File: config.mk
export PLATFORM = sky130hd
export DESIGN_NAME = flgctl_top
export DESIGN_NICKNAME = d
export VERILOG_FILES = /design/src/rtl/flgctl_pkg.sv /design/src/rtl/flgctl_idx_step.sv /design/src/rtl/flgctl_top.sv
export SDC_FILE = /design/constraint.sdc
export NUM_CORES = 1
export LEC_CHECK = 0
export ABC_AREA = 1
export BUFFER_PORTS_ARGS = -buffer_cell sky130_fd_sc_hd__buf_4
export CAP_MARGIN = 20
export CORE_ASPECT_RATIO = 0.7
export CORE_MARGIN = 2
export CORE_UTILIZATION = 47
export DETAILED_ROUTE_END_ITERATION = 10
export GPL_TIMING_DRIVEN = 0
export PLACE_DENSITY = 0.85
export RECOVER_POWER = 100
export SLEW_MARGIN = 20
export SYNTH_ARGS = -nofsm -noshare
export SYNTH_HDL_FRONTEND = slang
export SYNTH_SLANG_ARGS = --single-unit
File: constraint.sdc
create_clock -name clk_sys_i -period 2.8 [get_ports clk_sys_i]
set_input_delay 0.14 -clock clk_sys_i [delete_from_list [all_inputs] [get_ports clk_sys_i]]
set_output_delay 0.14 -clock clk_sys_i [all_outputs]
set_load 0.03 [all_outputs]
File: src/rtl/flgctl_pkg.sv
// constants and types shared by the flags register block
package flgctl_pkg;
    localparam int unsigned FLAGS_W   = 32;
    localparam int unsigned FLAGS64_W = 64;
    localparam int unsigned IDX_W     = 32;
    // flag bit positions in the flags word
    localparam int unsigned BIT_CARRY  = 0;
    localparam int unsigned BIT_PARITY = 2;
    localparam int unsigned BIT_ADJUST = 4;
    localparam int unsigned BIT_ZERO   = 6;
    localparam int unsigned BIT_SIGN   = 7;
    localparam int unsigned BIT_IE     = 9;
    localparam int unsigned BIT_DIR    = 10;
    localparam int unsigned BIT_IO_PRIVILEGE_LEVEL_LO = 12;
    localparam int unsigned BIT_IO_PRIVILEGE_LEVEL_HI = 13;
    localparam int unsigned BIT_RESUME = 16;
    localparam int unsigned BIT_V86    = 17;
    localparam int unsigned BIT_ALIGN  = 18;
    localparam int unsigned BIT_PROBE  = 21;
    // write masks for the pop forms and masks for the push forms
    localparam logic [31:0] POP_WORD_MASK  = 32'h0000_0dd5;
    localparam logic [31:0] POP_DWORD_XTRA = 32'h0024_0000;
    localparam logic [31:0] IO_PRIVILEGE_LEVEL_MASK      = 32'h0000_3000;
    localparam logic [31:0] IE_MASK        = 32'h0000_0200;
    localparam logic [31:0] PUSH_CLR_MASK  = 32'h0003_0000;
    localparam logic [31:0] WORD_MASK      = 32'h0000_ffff;
    // bit 1 of the flags word always reads as one
    localparam logic [31:0] FLAGS_RESET    = 32'h0000_0002;
    localparam logic [31:0] FIXED_ONES     = 32'h0000_0002;
    localparam logic [1:0]  PRIV_TOP       = 2'h0;
    localparam logic [7:0]  ACCUM_KEEP     = 8'h2a;

    // operation codes from the execution pipeline
    typedef enum logic [3:0] {
        FLGCTL_NOP        = 4'h0,
        FLGCTL_SET_CARRY  = 4'h1,
        FLGCTL_CLR_CARRY  = 4'h2,
        FLGCTL_INV_CARRY  = 4'h3,
        FLGCTL_SET_DIR    = 4'h4,
        FLGCTL_CLR_DIR    = 4'h5,
        FLGCTL_TO_ACCUM   = 4'h6,
        FLGCTL_FROM_ACCUM = 4'h7,
        FLGCTL_PUSH_WORD  = 4'h8,
        FLGCTL_PUSH_DWORD = 4'h9,
        FLGCTL_POP_WORD   = 4'ha,
        FLGCTL_POP_DWORD  = 4'hb,
        FLGCTL_SET_IE     = 4'hc,
        FLGCTL_CLR_IE     = 4'hd,
        FLGCTL_STRING_STEP = 4'he
    } flgctl_op_e;

    // answer status of one operation
    typedef enum logic [1:0] {
        FLGCTL_ST_IDLE = 2'h0,
        FLGCTL_ST_DONE = 2'h1,
        FLGCTL_ST_FAULT = 2'h3
    } flgctl_st_e;
endpackage

File: src/rtl/flgctl_idx_step.sv
// one index register stepped by the direction flag
`timescale 1ns/1ps
`default_nettype none
module flgctl_idx_step
    import flgctl_pkg::*;
#(
    parameter int unsigned W = IDX_W
)
(
    input  wire logic         clk_sys_i,
    input  wire logic         rst_n_i,
    input  wire logic         load_i,
    input  wire logic [W-1:0] load_val_i,
    input  wire logic         step_i,
    input  wire logic         dir_i,
    input  wire logic [3:0]   size_i,
    output logic      [W-1:0] val_o
);
    typedef struct packed {
        logic [W-1:0] val;
    } flgctl_idx_s;

    flgctl_idx_s cur;
    flgctl_idx_s next_cur;

    // refuse widths too narrow for an element step
    if (W < 8)
    begin : g_bad_width
        $error("flgctl_idx_step: width too small");
    end

    // load wins over step; step goes up or down by element size
    always_comb
    begin
        next_cur = cur;
        if (load_i)
            next_cur.val = load_val_i;
        else if (step_i && !dir_i)
            next_cur.val = cur.val + W'(size_i);
        else if (step_i && dir_i)
            next_cur.val = cur.val - W'(size_i);
    end

    // state register
    always_ff @(posedge clk_sys_i or negedge rst_n_i)
    begin
        if (!rst_n_i)
            cur <= '0;
        else
            cur <= next_cur;
    end

    assign val_o = cur.val;
endmodule
`default_nettype wire

File: src/rtl/flgctl_top.sv
// flags register with flag-control operation logic
// Contract
// - set, clear and invert carry operations touch only carry_flag
// - set and clear direction operations write direction_flag only
// - string step raises index registers when direction clear, else lowers
// - flags to accum copies sign, zero, adjust, parity, carry to 7,6,4,2,0
// - flags to accum keeps accum bits 5,3,1 and leaves flags unchanged
// - accum to flags loads the five status flags from bits 7,6,4,2,0
// - word push places only the low 16 flag bits on the stack
// - dword push sends all 32 bits with resume and v86 cleared
// - word pop updates only bits 11,10,8,7,6,4,2,0
// - pop updates io privilege bits 13:12 only at privilege level zero
// - pop updates interrupt enable only when io level >= current level
// - dword pop also updates alignment check bit 18 and probe bit 21
// - dword pop uses the same privilege conditions as word pop
// - maskable interrupts pass only while interrupt enable is set
// - interrupt enable set or clear allowed depending on mode and privilege; code ignores mode and checks io level >= current level only
// - in 64-bit mode accum transfers need the feature bit set
// - in 64-bit mode dword push sends 64 bits, resume and v86 cleared
// - in 64-bit mode dword pop loads low 32 bits, upper zero
`timescale 1ns/1ps
`default_nettype none
module flgctl_top
    import flgctl_pkg::*;
#(
    parameter int unsigned IDX_WIDTH = IDX_W
)
(
    input  wire logic                 clk_sys_i,
    input  wire logic                 rst_n_i,
    // operation request from the execution pipeline
    input  wire logic                 op_valid_i,
    input  wire logic [3:0]           op_code_i,
    input  wire logic [7:0]           accum_high_byte_i,
    input  wire logic [63:0]          pop_data_i,
    input  wire logic [1:0]           current_privilege_level_i,
    input  wire logic                 mode64_i,
    input  wire logic                 v86_mode_i,
    input  wire logic                 flags_to_accum_op_feature_i,
    input  wire logic [3:0]           elem_size_i,
    input  wire logic                 idx_load_i,
    input  wire logic [IDX_WIDTH-1:0] src_load_i,
    input  wire logic [IDX_WIDTH-1:0] dst_load_i,
    input  wire logic                 maskable_irq_pin_i,
    // results
    output logic      [31:0]          flags_word32_o,
    output logic      [7:0]           accum_high_byte_o,
    output logic                      accum_we_o,
    output logic      [63:0]          push_data_o,
    output logic      [1:0]           push_size_o,
    output logic                      push_valid_o,
    output logic                      op_done_o,
    output logic                      op_fault_o,
    output logic                      irq_take_o,
    output logic      [IDX_WIDTH-1:0] source_index_reg_o,
    output logic      [IDX_WIDTH-1:0] dest_index_reg_o
);
    // state of the block apart from the two index registers
    typedef struct packed {
        logic [31:0] flags;
        logic [7:0]  accum;
        logic        accum_we;
        logic [63:0] push_data;
        logic [1:0]  push_size;
        logic        push_valid;
        flgctl_st_e  status;
        logic        done;
        logic        fault;
        logic        irq_take;
    } flgctl_state_s;

    flgctl_state_s cur;
    flgctl_state_s next_cur;

    logic [IDX_WIDTH-1:0] src_val;
    logic [IDX_WIDTH-1:0] dst_val;
    logic                 step_req;
    logic                 io_ge_cpl;
    logic                 ie_op_ok;
    logic [31:0]          pop_mask;
    logic [31:0]          push_image;

    // refuse index widths the step logic cannot serve
    if (IDX_WIDTH < 16 || IDX_WIDTH > 64)
    begin : g_bad_idx_width
        $error("flgctl_top: IDX_WIDTH out of range");
    end

    // io level numerically at or above current level
    assign io_ge_cpl = cur.flags[BIT_IO_PRIVILEGE_LEVEL_HI:BIT_IO_PRIVILEGE_LEVEL_LO]
                       >= current_privilege_level_i;
    // interrupt enable ops allowed when io level covers the caller,
    // refused in every mode when it does not; v86_mode_i is not used
    assign ie_op_ok = io_ge_cpl;
    assign step_req = op_valid_i
                      && (flgctl_op_e'(op_code_i) == FLGCTL_STRING_STEP);

    // pop write mask from privilege and form
    always_comb
    begin
        pop_mask = POP_WORD_MASK;
        if (flgctl_op_e'(op_code_i) == FLGCTL_POP_DWORD)
            pop_mask = pop_mask | POP_DWORD_XTRA;
        if (current_privilege_level_i == PRIV_TOP)
            pop_mask = pop_mask | IO_PRIVILEGE_LEVEL_MASK;
        if (io_ge_cpl)
            pop_mask = pop_mask | IE_MASK;
    end

    // pushed image with resume and v86 read as clear
    assign push_image = cur.flags & ~PUSH_CLR_MASK;

    // next state; flags not named by an op keep their value
    always_comb
    begin
        next_cur = cur;
        next_cur.accum_we   = 1'b0;
        next_cur.push_valid = 1'b0;
        next_cur.status     = FLGCTL_ST_IDLE;
        // masked interrupt request
        next_cur.irq_take = maskable_irq_pin_i && cur.flags[BIT_IE];
        if (op_valid_i)
        begin
            next_cur.status = FLGCTL_ST_DONE;
            case (flgctl_op_e'(op_code_i))
                FLGCTL_SET_CARRY:
                    next_cur.flags[BIT_CARRY] = 1'b1;
                FLGCTL_CLR_CARRY:
                    next_cur.flags[BIT_CARRY] = 1'b0;
                FLGCTL_INV_CARRY:
                    next_cur.flags[BIT_CARRY] = ~cur.flags[BIT_CARRY];
                FLGCTL_SET_DIR:
                    next_cur.flags[BIT_DIR] = 1'b1;
                FLGCTL_CLR_DIR:
                    next_cur.flags[BIT_DIR] = 1'b0;
                FLGCTL_TO_ACCUM:
                begin
                    if (mode64_i && !flags_to_accum_op_feature_i)
                        next_cur.status = FLGCTL_ST_FAULT;
                    else
                    begin
                        // keep bits 5,3,1 of the accumulator byte
                        next_cur.accum = (accum_high_byte_i & ACCUM_KEEP)
                            | {cur.flags[BIT_SIGN], cur.flags[BIT_ZERO],
                               1'b0, cur.flags[BIT_ADJUST], 1'b0,
                               cur.flags[BIT_PARITY], 1'b0,
                               cur.flags[BIT_CARRY]};
                        next_cur.accum_we = 1'b1;
                    end
                end
                FLGCTL_FROM_ACCUM:
                begin
                    if (mode64_i && !flags_to_accum_op_feature_i)
                        next_cur.status = FLGCTL_ST_FAULT;
                    else
                    begin
                        next_cur.flags[BIT_SIGN]   = accum_high_byte_i[7];
                        next_cur.flags[BIT_ZERO]   = accum_high_byte_i[6];
                        next_cur.flags[BIT_ADJUST] = accum_high_byte_i[4];
                        next_cur.flags[BIT_PARITY] = accum_high_byte_i[2];
                        next_cur.flags[BIT_CARRY]  = accum_high_byte_i[0];
                    end
                end
                FLGCTL_PUSH_WORD:
                begin
                    next_cur.push_data  = {32'h0000_0000,
                                           cur.flags & WORD_MASK};
                    next_cur.push_size  = 2'h0;
                    next_cur.push_valid = 1'b1;
                end
                FLGCTL_PUSH_DWORD:
                begin
                    next_cur.push_data  = {32'h0000_0000, push_image};
                    next_cur.push_size  = mode64_i ? 2'h2 : 2'h1;
                    next_cur.push_valid = 1'b1;
                end
                FLGCTL_POP_WORD, FLGCTL_POP_DWORD:
                    // low 32 bits only; the upper half of a 64-bit pop
                    // is dropped, which zero-extends the 64-bit view
                    next_cur.flags = (cur.flags & ~pop_mask)
                        | (pop_data_i[31:0] & pop_mask)
                        | FIXED_ONES;
                FLGCTL_SET_IE:
                begin
                    if (ie_op_ok)
                        next_cur.flags[BIT_IE] = 1'b1;
                    else
                        next_cur.status = FLGCTL_ST_FAULT;
                end
                FLGCTL_CLR_IE:
                begin
                    if (ie_op_ok)
                        next_cur.flags[BIT_IE] = 1'b0;
                    else
                        next_cur.status = FLGCTL_ST_FAULT;
                end
                FLGCTL_STRING_STEP:
                    next_cur.status = FLGCTL_ST_DONE;
                default:
                    next_cur.status = FLGCTL_ST_FAULT;
            endcase
        end
        // answer pulses kept in flops so the ports leave straight from them
        next_cur.done  = next_cur.status == FLGCTL_ST_DONE;
        next_cur.fault = next_cur.status == FLGCTL_ST_FAULT;
    end

    // state register
    always_ff @(posedge clk_sys_i or negedge rst_n_i)
    begin
        if (!rst_n_i)
        begin
            cur            <= '0;
            cur.flags      <= FLAGS_RESET;
            cur.status     <= FLGCTL_ST_IDLE;
        end
        else
            cur <= next_cur;
    end

    // source index stepped by direction flag
    flgctl_idx_step #(
        .W (IDX_WIDTH)
    ) u_src (
        .clk_sys_i  (clk_sys_i),
        .rst_n_i    (rst_n_i),
        .load_i     (idx_load_i),
        .load_val_i (src_load_i),
        .step_i     (step_req),
        .dir_i      (cur.flags[BIT_DIR]),
        .size_i     (elem_size_i),
        .val_o      (src_val)
    );

    // destination index stepped by direction flag
    flgctl_idx_step #(
        .W (IDX_WIDTH)
    ) u_dst (
        .clk_sys_i  (clk_sys_i),
        .rst_n_i    (rst_n_i),
        .load_i     (idx_load_i),
        .load_val_i (dst_load_i),
        .step_i     (step_req),
        .dir_i      (cur.flags[BIT_DIR]),
        .size_i     (elem_size_i),
        .val_o      (dst_val)
    );

    // outputs straight from flip-flops
    assign flags_word32_o     = cur.flags;
    assign accum_high_byte_o  = cur.accum;
    assign accum_we_o         = cur.accum_we;
    assign push_data_o        = cur.push_data;
    assign push_size_o        = cur.push_size;
    assign push_valid_o       = cur.push_valid;
    assign op_done_o          = cur.done;
    assign op_fault_o         = cur.fault;
    assign irq_take_o         = cur.irq_take;
    assign source_index_reg_o = src_val;
    assign dest_index_reg_o   = dst_val;
endmodule
`default_nettype wire

# ---- After elaboration in Yosys (flattened, before gate mapping)
# Cells that the tools add are included.
dict set report op_classes {
  n_addsub 4
  multipliers 0
  div 0
  n_lt_le_gt_ge 1
  eq_ne 19
  n_shift 0
  muxes 29
  bitwise_logic 7
  reduce_logical 25
}
# cell n
set ops {}
lappend ops {{$mux W32} 6}
lappend ops {{$pmux W67 S2} 1}
lappend ops {{$mux W70} 1}
lappend ops {{$add A32 B4 Y32} 2}
lappend ops {{$sub A32 B4 Y32} 2}
lappend ops {{$and A32 B22 Y32} 1}
lappend ops {{$and A32 B32 Y32} 1}
lappend ops {{$not A22 Y32} 1}
lappend ops {{$or A32 B32 Y32} 1}
lappend ops {{$eq A4 B4 Y1 const B} 7}
lappend ops {{$mux W22} 1}
lappend ops {{$eq A4 B3 Y1 const B} 4}
lappend ops {{$mux W14} 1}
lappend ops {{$mux W10} 1}
lappend ops {{$reduce_or A10 Y1} 1}
lappend ops {{$reduce_and A3 Y1} 3}
lappend ops {{$reduce_bool A3 Y1} 3}
lappend ops {{$eq A4 B2 Y1 const B} 2}
lappend ops {{$mux W2} 4}
lappend ops {{$or A6 B8 Y8} 1}
lappend ops {{$mux W1} 7}
lappend ops {{$ne A2 B2 Y1 const B} 3}
lappend ops {{$pmux W1 S3} 2}
lappend ops {{$pmux W2 S3} 1}
lappend ops {{16 further kinds} 28}
dict set report word_totals {
  regBits 174
  latchBits 0
  ramBits 0
  mem_bits_ro 0
  in_bits 154
  out_inout_bits 175
  wordCells 100
  memories 0
}

# ---- Longest topological paths before layout
# Gate-level depths: netlist of the first run.
dict set report logic_depth {
  ltp_word 8
  depth_mapped 26
  ltp_nobuf 23
}

# ---- By module
# Synthesis of the first run repeated with hierarchy kept, for this count alone.
dict set report unflattened {
  hier_cells 1594
  area_unflattened_um2 10406.2
}
# mod n_inst cells_per_inst area_per_inst_um2 seq_area_each_um2
set by_module_without_submodules {}
lappend by_module_without_submodules {flgctl_idx_step 2 644 3945.0 800.8}
lappend by_module_without_submodules {flgctl_top 1 306 2516.2 1051.0}

# ---- Least setup slack after synthesis of the first run
# No wires, ideal clock.
dict set report synth_timing {
  path_type {register -> register}
  from {register cur, in the netlist flags_word32_o[10]}
  to {register u_dst.cur, in the netlist u_dst.val_o[24]}
  setup_time_ns 0.117
  arrival_time_ns 2.749
  t_required_ns 2.683
  slack_ns -0.067
  stages_incl_launch_ff 20
  path_buffers 2
  period_less_slack_ns 2.867
  path_cell_list {dfrtp_1 inv_1 nand3_4 buf_6 buf_6 o21ai_0 inv_1 fa_1 o21ai_0 nand4_1 nand2_2 nand2_1 nand2_1 nand2_1 nand2_1 nand2_1 nand2_1 nand2_1 nand3_1 nand2_1}
}
dict set report synth_between {
  elab_chain_len 4
  word_cells_on_any_way 6
  cone_classes {2 x mux; 4 x reduce/logical}
}
# item line
set synth_rtl {}
lappend synth_rtl {{start: declaration} flgctl_top.sv:72} ;# flgctl_state_s cur;
lappend synth_rtl {{start signal: assignment} flgctl_top.sv:218} ;# cur <= next_cur;
lappend synth_rtl {{$logic_not A1 Y1} flgctl_idx_step.sv:38} ;# else if (step_i && !dir_i)
lappend synth_rtl {{$logic_and A1 B1 Y1} flgctl_idx_step.sv:38}
lappend synth_rtl {{$mux W32} flgctl_idx_step.sv:38}
lappend synth_rtl {{$mux W32} flgctl_idx_step.sv:36} ;# if (load_i)
lappend synth_rtl {{end signal: assignment} flgctl_idx_step.sv:50} ;# cur <= next_cur;
lappend synth_rtl {{end: declaration} flgctl_idx_step.sv:23} ;# flgctl_idx_s cur;
# Several ways; a longest one is shown, not always the timed one.
# A chain may end at the register's enable or synchronous reset.

# ---- Worst setup path after layout of the first run
dict set report layout_timing {
  from {register cur, in the netlist flags_word32_o[10]}
  to {register u_dst.cur, in the netlist u_dst.val_o[29]}
}
# Same word-level chain as after synthesis.

==> results of run 1 <==
layout make-up:
| cell class | instances | area share |
|---|---|---|
| multi-input cells | 1166 | 0.503 |
| well taps | 276 | 0.0254 |
| clock buffers | 9 | 0.0166 |
| plain buffers | 103 | 0.0536 |
| inverters | 250 | 0.0698 |
| clock inverters | 7 | 0.00561 |
| flip-flops and latches | 106 | 0.195 |
| repair buffers | 276 | 0.130 |
stage by stage:
step / utilization / instance area (sq um) / TNS, ns / cells / hold WS (ns)
2_1_floorplan: - / 10200 / 0 / 1626 / -0.156
3_3_place_gp: 0.583 / 12100 / -26.62 / 2107 / 0.327
3_5_place_dp: 0.584 / 12200 / -28.69 / 2108 / 0.0518
4_1_cts: 0.640 / 13300 / -0.0870 / 2179 / 0.000319
5_1_grt: 0.653 / 13600 / -1.20 / 2193 / 0.0188
6_report: 0.653 / 13600 / 0 / 2193 / -0.000349
power by group through the flow:
stage          clock network [mW]  logic (mW)  registers [mW]
2_1_floorplan                   0        1.90            2.45
3_3_place_gp                    0        3.44            2.01
3_5_place_dp                    0        3.49            2.02
4_1_cts                      1.35        3.77            2.00
5_1_grt                      1.40        4.30            2.04
6_report                     1.33        3.98            2.02
sequential cells by signal (all words and copies together), names as in the netlist:
| name | flops |
|---|---|
| accum_high_byte_o | 8 |
| accum_we_o | 1 |
| flags_word32_o | 13 |
| irq_take_o | 1 |
| op_done_o | 1 |
| op_fault_o | 1 |
| push_data_o | 14 |
| push_size_o | 2 |
| push_valid_o | 1 |
| u_dst.val_o | 32 |
| u_src.val_o | 32 |
worst max-delay path by stage:
stage | from | to | slack (ns) | cells after the start
after floorplan | flags_word32_o[10]$_DFFE_PN0P_ | u_src.val_o[28]$_DFFE_PN0P_ | 0.07 | 21
after global placement | flags_word32_o[10]$_DFFE_PN0P_ | u_dst.val_o[29]$_DFFE_PN0P_ | -0.80 | 16
after detailed placement | flags_word32_o[10]$_DFFE_PN0P_ | u_dst.val_o[29]$_DFFE_PN0P_ | -0.82 | 16
after CTS | flags_word32_o[10]$_DFFE_PN0P_ | u_dst.val_o[29]$_DFFE_PN0P_ | -0.04 | 17
after global routing | flags_word32_o[10]$_DFFE_PN0P_ | u_src.val_o[20]$_DFFE_PN0P_ | -0.08 | 21
final | flags_word32_o[10]$_DFFE_PN0P_ | u_dst.val_o[29]$_DFFE_PN0P_ | 0.07 | 16
timing repair:
item,4_1_cts,5_1_grt
gates cloned,0,0
endpoints found under the hold margin,52,1
hold buffers,23,1
setup buffers,32,14
gates resized for setup,88,142
pin swaps,30,53
setup endpoints to repair,51,50
cells by family after synthesis:
logic type / after synthesis
buffers and inverters: 354
and+or+nand+nor: 820
DFF: 106
AOI/OAI and AO/OA: 219
adders and majority gates: 40
xor gates and xnor gates: 18
other: 2
Yosys cell counts (all sizes together), types with 6 or more instances:
master	count	area share
clkbuf	22	0.0083
nor3	10	0.0060
ha	38	0.048
nand2	492	0.20
a22o	8	0.0070
o211ai	14	0.011
a31oi	6	0.0038
o21ai	115	0.058
inv	249	0.094
nand3	149	0.094
o21bai	7	0.0053
dfrtp	106	0.27
nor2	139	0.058
buf	82	0.065
a21oi	55	0.029
xor2	15	0.013
nand4	17	0.011
or2	7	0.0044
metal layers:
metal	up-vias	share of wire
li1	5535	-
met1	5547	0.46
met2	641	0.42
met3	85	0.099
met4	0	0.024
met5	-	0
worst max-delay path, cell delays in order, from the launching register on:
cell and delay (ns):
dfrtp_1 0.39, inv_2 0.10, nand3_4 0.10, buf_12 0.17, nand2_8 0.09, clkinvlp_4 0.09, buf_4 0.19, ha_2 0.40
nand2_1 0.14, nor2_4 0.19, nand2_1 0.13, inv_1 0.08, nand2_1 0.18, nand3_1 0.15, nand2_1 0.05, nand3_1 0.08
nand2_1 0.06
==> summary.txt, run 1 <==
Routing
  – Via count: around 12000
  – Drt drc: 0
  – Drt via density: between 5 and 6
  – Drt first pass iters: 8
  – Drt wl/cell: around 19 um
  – Final WL: 40600 um
  – Antenna-violating nets left: 0
  – First DRT Iteration DRCs: approximately 1200

STA
  – Slew HR: -0.231
  – Final setup violation count: 0
  – Least-Margin Pin Slew: ~1.8 ns
  – Max Clock Skew: about 0.018 ns
  – Setup slack after layout: 0.0703 ns
  – Fin crit period: 2.73 ns
  – Final Cycle Share: 0.975
  – Slew Viols, Final: 32
  – Fin Hold WS: -0.000349 ns
  – Final hold violations: 1
  – FMAX: 366 MHz
  – RSZ-0062 raised after global routing: true

Power
  – Int Pwr: ~3.7 mW
  – Pwr/cell area: about 540 nW/um^2
  – Register share of total power: 0.275
  – VDD IR max: around 0.34 mV
  – Sw frac: 0.491
  – Net switching power: ~3.6 mW
  – Clk pwr share: 0.182
  – Power after layout: 7.34 mW
  – Leakage Power: a little over 7 nW
  – Combinational share of power: 0.543

Cells and area
  – Register area: about 2700 sq um
  – Commonest non-fill, non-tap cells in the layout: nand2_1, inv_1, buf_4, clkbuf_1, dfrtp_1
  – Most common cell after layout, fill and taps aside: nand2_1
  – Nets: around 2100
  – Synthesis-to-layout area growth: 36.1%
  – Antenna cells: 0
  – Footprint of the multi-input gates: around 7000 sq um
  – Filler cell count: a little under 2000
  – Layout cells sized above 1: 0.271

Clock tree
  – CTS Buffer Depth: 2
  – Clock transition at path regs: approximately 0.080 ns
  – CTS Buf Count: 9
  – Skew-Pair Late Insertion Delay: around 0.38 ns
  – H-tree levels: 3
  – Root Buffer: clkbuf_16
  – CTS sink count: 106
  – TritonCTS clock tree: yes

Critical path
  – Critical Path Fanout Max: 8
  – FF-to-FF path depth: 16
  – Crit path kind: flop to flop
  – Reg-to-reg endpoint: u_dst.val_o[29]$_DFFE_PN0P_
  – Crit start category: flop
  – Reg-to-Reg Start: flags_word32_o[10]$_DFFE_PN0P_
  – Arrival time of the worst setup path: roughly 3.0 ns
  – CP required: 3.05 ns
  – CP endpoint kind: flop
  – R2R setup slack: 0.07 ns

Min path
  – Hold path start: accum_high_byte_i[3]
  – Worst hold path class: input port to flop
  – Worst Hold End: accum_high_byte_o[3]$_DFFE_PN0P_
  – Worst hold path cell count: 3

Placement
  – DP HPWL: 30600 um
  – Setup slack at placement: -0.820 ns
  – RePlAce Congestion: roughly 1
  – # port buffers: about 210

Global route
  – First-pass GRT wire length: 60600 um
  – Grt met1 use: 0.536
  – GRT Residual Overflow: 0
  – Largest net degree at the start of global routing: 77
  – Initial antenna violation count: 0
  – GRT Util Overall: 0.354
  – M2 GR Usage: 0.513
  – Met3 usage: 0.0643
  – GRT busiest layer: met1
  – Vias in the first global route: 10787

Synthesis
  – Post-Syn Instances: 1559
  – Mean post-synth cell area: roughly 6.4 sq um
  – Adder-Cell Fraction of Synth Area: 0.0516
  – Largest family of logic cells by synthesized area: simple AND/OR/NAND/NOR gates
  – Number of synthesized flops with an enable pin: 0
  – Multiplexer area fraction after synthesis: 0
  – Post-synthesis async set-or-reset flop share: 1.00
  – Yosys warnings: 0
  – Register area share after synthesis: 0.266
  – Synth Cell Area: roughly 10000 sq um
  – Synth Area in XOR/XNOR: 0.0158
  – Post-synth cell types: 54
  – Compound-gate portion of the synthesized area: 0.126
  – FF+latch count, synth: roughly 110
  – Synth Flop Type: dfrtp_1
  – Post-synthesis simple-gate area fraction: 0.373

Floorplanning
  – FP Rows: 44
  – Die extent in y: approximately 130 um
  – Core area: 20800 sq um
  – Initial Util: 0.480
  – Die width: around 180 um
  – Full die area: about 22000 sq um
  – I/O pin cnt: around 330

Run
  – Max Cap Viol: 1

Status
  – Violated checks: hold timing, capacitance limit, slew limit
  – Status: finished with violations
(Power assumes the default switching activity.)
==> run 2: changes to the inputs <==
- MAX_ROUTING_LAYER: not set -> met4
- clock period: 2.8 -> 2.5 ns (I/O delays scaled with it)
==> run 2 against run 1 <==
  * The flow finishes with violations (hold timing, capacitance limit, slew limit, setup timing)
  * First-iteration DRC count rose by 7.1%
  * Via count rose by 1.7%
  * Register-to-register slack got worse by 0.34 ns
==> summary.txt, run 2 (same netlist as run 1, synthesis figures left out) <==
Global route
  – Initial antenna violation count: 0
  – GRT Util Overall: 0.362
  – Vias in the first global route: 11099
  – Largest net degree at the start of global routing: 107
  – GRT Residual Overflow: 0
  – First-pass GRT wire length: 60900 um

STA
  – Final Cycle Share: 1.11
  – Final hold violations: 2
  – Slew Viols, Final: 34
  – Fin crit period: between 2 and 3 ns
  – Slew HR: -0.405
  – FMAX: ~360 MHz
  – Fin Hold WS: -0.00774 ns
  – RSZ-0062 raised after global routing: true
  – Least-Margin Pin Slew: roughly 2.1 ns
  – Final setup violation count: 50
  – Max Clock Skew: roughly 0.013 ns
  – Setup slack after layout: -0.273 ns

Cells and area
  – Synthesis-to-layout area growth: 40.8%
  – Antenna cells: 0
  – Register area: between 2000 and 3000 sq um
  – Footprint of the multi-input gates: about 7300 sq um
  – Non-filler cells, final: ~2200
  – Commonest non-fill, non-tap cells in the layout: nand2_1, inv_1, buf_4, clkbuf_1, dfrtp_1
  – Nets: roughly 2100
  – Layout cells sized above 1: 0.303
  – Filler cell count: ~1800
  – Most common cell after layout, fill and taps aside: nand2_1
  – Fin area: between 10000 and 15000 sq um

Routing
  – Drt first pass iters: 7
  – Drt drc: 0
  – Drt wl/cell: about 19 um
  – First DRT Iteration DRCs: around 1300
  – Via count: between 10000 and 15000
  – Antenna-violating nets left: 0
  – Final WL: 41000 um
  – Drt via density: about 5.5

Placement
  – # port buffers: approximately 210
  – RePlAce Congestion: 1.06
  – Placed Instances: roughly 2100
  – Placed Area: between 10000 and 15000 sq um
  – DP HPWL: a little under 30000 um
  – Setup slack at placement: -1.12 ns

Floorplanning
  – Die width: around 180 um
  – FP Rows: 44
  – Core area: around 21000 sq um
  – Die extent in y: about 130 um
  – I/O pin cnt: roughly 330
  – Full die area: about 22000 sq um
  – Initial Util: 0.480

Clock tree
  – Root Buffer: clkbuf_16
  – Clock transition at path regs: ~0.09 ns
  – Skew-Pair Late Insertion Delay: approximately 0.37 ns
  – CTS Buffer Depth: 2
  – CTS sink count: about 110
  – H-tree levels: 3
  – TritonCTS clock tree: yes
  – CTS Buf Count: 9

Critical path
  – CP endpoint kind: flop
  – Reg-to-Reg Start: flags_word32_o[10]$_DFFE_PN0P_
  – FF-to-FF path depth: 20
  – Buf/Inv on CP: 5
  – Largest stage delay, worst path: 0.39 ns
  – R2R setup slack: -0.27 ns
  – Slowest cell on the critical path: dfrtp_1
  – Arrival time of the worst setup path: 3.04 ns
  – Crit-path leading delay family: simple AND/OR/NAND/NOR gates
  – Critical path cell sequence: inv_2 -> nand3_4 -> buf_12 -> nand2_1 -> clkinvlp_4 -> buf_6 -> ha_4 -> inv_1 -> nor2_1 -> nand3_1 -> nand2_2 -> nand2_2 -> nand2_4 -> nand2_4 -> nand2_4 -> nand3_4 -> nand2_2 -> nand2_1 -> nand3_1 -> nand2_1
  – Crit start category: flop
  – Crit path kind: flop to flop
  – CP required: 2.76 ns
  – Reg-to-reg endpoint: u_src.val_o[28]$_DFFE_PN0P_
  – Critical Path Fanout Max: 9

Status
  – Violated checks: hold timing, capacitance limit, slew limit, setup timing
  – Status: finished with violations

Min path
  – Worst hold path cell count: 3
  – Hold path start: src_load_i[22]
  – Worst Hold End: u_src.val_o[22]$_DFFE_PN0P_
  – Worst hold path class: input port to flop

Power
  – Leakage Power: 7.26 nW
  – Combinational share of power: 0.559
  – Pwr/cell area: just over 600 nW/um^2
  – Clk pwr share: 0.174
  – Sw frac: 0.494
  – Register share of total power: 0.266
  – Int Pwr: 4.30 mW
  – Net switching power: ~4.2 mW
  – Power after layout: roughly 8.5 mW
  – VDD IR max: slightly below 0.4 mV

Run
  – Max Cap Viol: 1
==> run 2: metal layers <==
layer	up-vias	track usage	share of wire
met5	-	-	0
li1	5547	-	-
met4	0	0.101	0.034
met2	713	0.540	0.44
met1	5611	0.495	0.41
met3	135	0.0779	0.11
==> run 2: stage by stage <==
step	setup TNS [ns]	hold slack (ns)	utilization
after detailed placement	-34.47	0.320	0.587
final	-8.95	-0.00774	0.676
after global placement	-33.72	0.312	0.586
after CTS	-8.31	0.000880	0.670
after global routing	-15.96	0.00998	0.676
after floorplan	-0.350	-0.171	-
==> run 2: layout make-up <==
class	instances	area share
clock buffers	9	0.0160
clock inverters	7	0.00498
well taps	276	0.0246
flip-flops and latches	106	0.189
inverters	250	0.0674
multi-input cells	1166	0.516
plain buffers	103	0.0518
repair buffers	281	0.131
==> run 2: worst max path at each step <==
stage                                       end  slack (ns)                      startpoint  cells past startpoint
floorplan           u_dst.val_o[15]$_DFFE_PN0P_       -0.06  flags_word32_o[10]$_DFFE_PN0P_                     22
global placement    u_dst.val_o[30]$_DFFE_PN0P_       -1.13                    op_code_i[3]                     17
detailed placement  u_dst.val_o[30]$_DFFE_PN0P_       -1.12                    op_code_i[3]                     17
CTS                 u_src.val_o[11]$_DFFE_PN0P_       -0.26  flags_word32_o[10]$_DFFE_PN0P_                     21
global route        u_dst.val_o[23]$_DFFE_PN0P_       -0.41  flags_word32_o[10]$_DFFE_PN0P_                     16
finish              u_src.val_o[28]$_DFFE_PN0P_       -0.27  flags_word32_o[10]$_DFFE_PN0P_                     20
==> run 2: power groups by stage <==
stage	combinational (mW)	sequential, mW	clock, mW
floorplan	2.16	2.74	0
global placement	3.86	2.26	0
detailed placement	3.92	2.26	0
CTS	4.51	2.25	1.48
global route	5.10	2.29	1.53
finish	4.76	2.26	1.48
==> run 2: worst min-delay path, delay by kind of cell <==
family | cells | cell delay [ns]
and+or+nand+nor | 2 | 0.12
buffers and inverters | 1 | 0.08
==> run 2: repair_timing <==
| item | CTS | global route |
|---|---|---|
| setup endpoints to repair | 53 | 56 |
| gates resized for setup | 198 | 117 |
| hold buffers | 22 | 0 |
| pin swaps | 81 | 46 |
| hold endpoints to repair | 127 | 0 |
| buffers inserted | 47 | 6 |
==> run 3: changes to the inputs <==
- CORE_UTILIZATION: 47 -> 50
- CTS_CLUSTER_SIZE: not set -> 12
- PLACE_DENSITY: 0.85 -> 0.86
- clock period: 2.5 -> 2.9 ns (I/O delays scaled with it)
==> run 3 against run 2 <==
  * The run ends with hold timing, capacitance limit, slew limit left
  * Setup slack gained 0.31 ns
  * Power shrank 19%
  * Critical path type unchanged
  * Clock-buffer cell count is the same
  * Combinational power shrank 23%
  * Fmax shrank 3.0%
  * Critical endpoint is now u_dst.val_o[15]$_DFFE_PN0P_
==> summary.txt, run 3 (same netlist as run 1, synthesis figures left out) <==
STA
  – Final setup violation count: 0
  – FMAX: 350 MHz
  – RSZ-0062 raised after global routing: true
  – Least-Margin Pin Slew: about 1.6 ns
  – Setup TNS: 0 ns
  – Max Clock Skew: 0.00864 ns
  – Fin crit period: ~2.9 ns
  – Final hold violations: 1
  – Slew HR: -0.0337
  – Fin Hold WS: -0.000468 ns
  – Slew Viols, Final: between 100 and 150
  – Final Cycle Share: 0.986

Routing
  – Drt wl/cell: 18.5 um
  – Drt drc: 0
  – Drt first pass iters: 7
  – Antenna-violating nets left: 0
  – Final WL: ~40000 um
  – First DRT Iteration DRCs: between 1000 and 1500
  – Drt via density: between 5 and 6
  – Via count: about 12000

Critical path
  – Arrival time of the worst setup path: ~3.1 ns
  – CP endpoint kind: flop
  – Crit path kind: flop to flop
  – CP required: around 3.2 ns
  – Crit start category: flop
  – Critical Path Fanout Max: 6

Cells and area
  – Nets: between 2000 and 2500
  – Fin area: 13100 sq um
  – Filler cell count: between 1500 and 2000
  – Most common cell after layout, fill and taps aside: nand2_1
  – Post-Route Utilization: 0.664
  – Layout cells sized above 1: 0.239
  – Synthesis-to-layout area growth: 30.9%
  – Commonest non-fill, non-tap cells in the layout: nand2_1, inv_1, buf_4, clkbuf_1, dfrtp_1

Status
  – Violated checks: hold timing, capacitance limit, slew limit
  – Status: finished with violations

Placement
  – DP HPWL: between 30000 and 40000 um
  – # port buffers: 205
  – Placed Area: about 12000 sq um
  – RePlAce Congestion: approximately 1.0

Clock tree
  – CTS Buf Count: 9
  – H-tree levels: 3
  – Clock transition at path regs: roughly 0.090 ns
  – TritonCTS clock tree: yes
  – Skew-Pair Late Insertion Delay: between 0.3 and 0.4 ns
  – CTS sink count: ~110
  – CTS Buffer Depth: 2
  – Root Buffer: clkbuf_16

Global route
  – GRT Util Overall: 0.381
  – Initial antenna violation count: 1
  – Largest net degree at the start of global routing: ~110
  – Vias in the first global route: between 10000 and 15000
  – GRT Residual Overflow: 0
  – First-pass GRT wire length: a little under 60000 um

Floorplanning
  – Die width: roughly 170 um
  – Full die area: 21100 sq um
  – Core area: around 20000 sq um
  – I/O pin cnt: 329
  – Initial Util: 0.507
  – Die extent in y: ~120 um
  – FP Rows: between 40 and 50

Power
  – Pwr/cell area: around 530 nW/um^2
  – VDD IR max: between 0.3 and 0.4 mV
  – Leakage Power: 6.95 nW
  – Power after layout: just under 7 mW

Min path
  – Worst hold path class: input port to flop

Run
  – Max Cap Viol: 1
-- run 3: cell types whose count changed in the layout (fill, tap and decap cells not counted), moves of 10 or more --
cell     previous run  this run
buf_4             208       198
buf_6              14         4
ha_1               11        25
ha_4               26        10
nand2_1           388       416
nand2_2            80        67
nand2_4            23         8
nand3_1            75       103
nand3_2            58        37
o21ai_0            59        72
-- run 3: worst max-delay path, stage by stage, from the launching register on --
cell and delay (ns):
dfrtp_1 0.39, inv_2 0.12, nand3_4 0.10, buf_12 0.15, nand2_4 0.05, xor2_2 0.15
inv_2 0.08, ha_4 0.26, a21oi_2 0.15, nand2_2 0.08, nand2_2 0.08, nand2_2 0.06
nand2_2 0.08, nand2_2 0.07, nand3_2 0.11, nand2_4 0.08, nand3_2 0.08, nand3b_1 0.19
buf_4 0.20, nand2_2 0.04, nand3_1 0.06, nand2_1 0.11, nand2_1 0.06
-- run 3: timing repair --
action / CTS / global route
endpoints found under the setup margin: 52 / 37
buffers inserted: 11 / 20
hold endpoints to repair: 81 / 0
gates resized for setup: 52 / 119
hold buffers: 20 / 0
pin swaps: 11 / 37
-- run 3: area by class of cell --
cell class	instances	area [sq um]	area share
timing repair buffer	256	1580	0.121
sequential	106	2650	0.203
multi-input combinational	1166	6530	0.499
antenna	1	2.50	0.000191
clock inverter	7	72.6	0.00555
clock buffer	9	225	0.0172
buffer	103	728	0.0557
inverter	250	948	0.0725
tap	270	338	0.0258
-- run 3: path summary, 6_finish.rpt --
path                                                      from                               end  slack (ns)  cells past startpoint
worst min register to register      push_data_o[1]$_DFFE_PN0P_        push_data_o[1]$_DFFE_PN0P_        0.48                      1
worst max-delay path            flags_word32_o[10]$_DFFE_PN0P_       u_dst.val_o[15]$_DFFE_PN0P_        0.04                     22
max in group asynchronous                              rst_n_i        u_src.val_o[1]$_DFFE_PN0P_        1.22                      2
worst max register to register  flags_word32_o[10]$_DFFE_PN0P_       u_dst.val_o[15]$_DFFE_PN0P_        0.04                     22
worst min-delay path                             dst_load_i[8]        u_dst.val_o[8]$_DFFE_PN0P_     -0.0005                      3
min in group asynchronous                              rst_n_i  accum_high_byte_o[1]$_DFFE_PN0P_        0.72                      2
-- run 3: stage by stage --
stage | cells | worst slack [ns]
after floorplan | 1626 | 0.0332
after global placement | 2101 | -1.02
after detailed placement | 2101 | -0.937
after CTS | 2147 | 0.0791
after global routing | 2168 | -0.0820
final | 2168 | 0.0402
-- run 3: where the power goes --
| part | internal, mW | switching [mW] | total, mW |
|---|---|---|---|
| clock network | 0.611 | 0.690 | 1.30 |
| logic | 1.16 | 2.51 | 3.67 |
| registers | 1.71 | 0.231 | 1.94 |
| total | 3.48 | 3.43 | 6.91 |
-- run 3: layer usage --
metal | up-vias | share of wire | wire length (um) | global-route usage
met5 | - | 0 | 0 | -
met4 | 0 | 0.023 | 935 | 0.0906
li1 | 5485 | - | - | -
met3 | 74 | 0.14 | 5510 | 0.116
met2 | 704 | 0.41 | 16400 | 0.530
met1 | 5369 | 0.43 | 17300 | 0.538
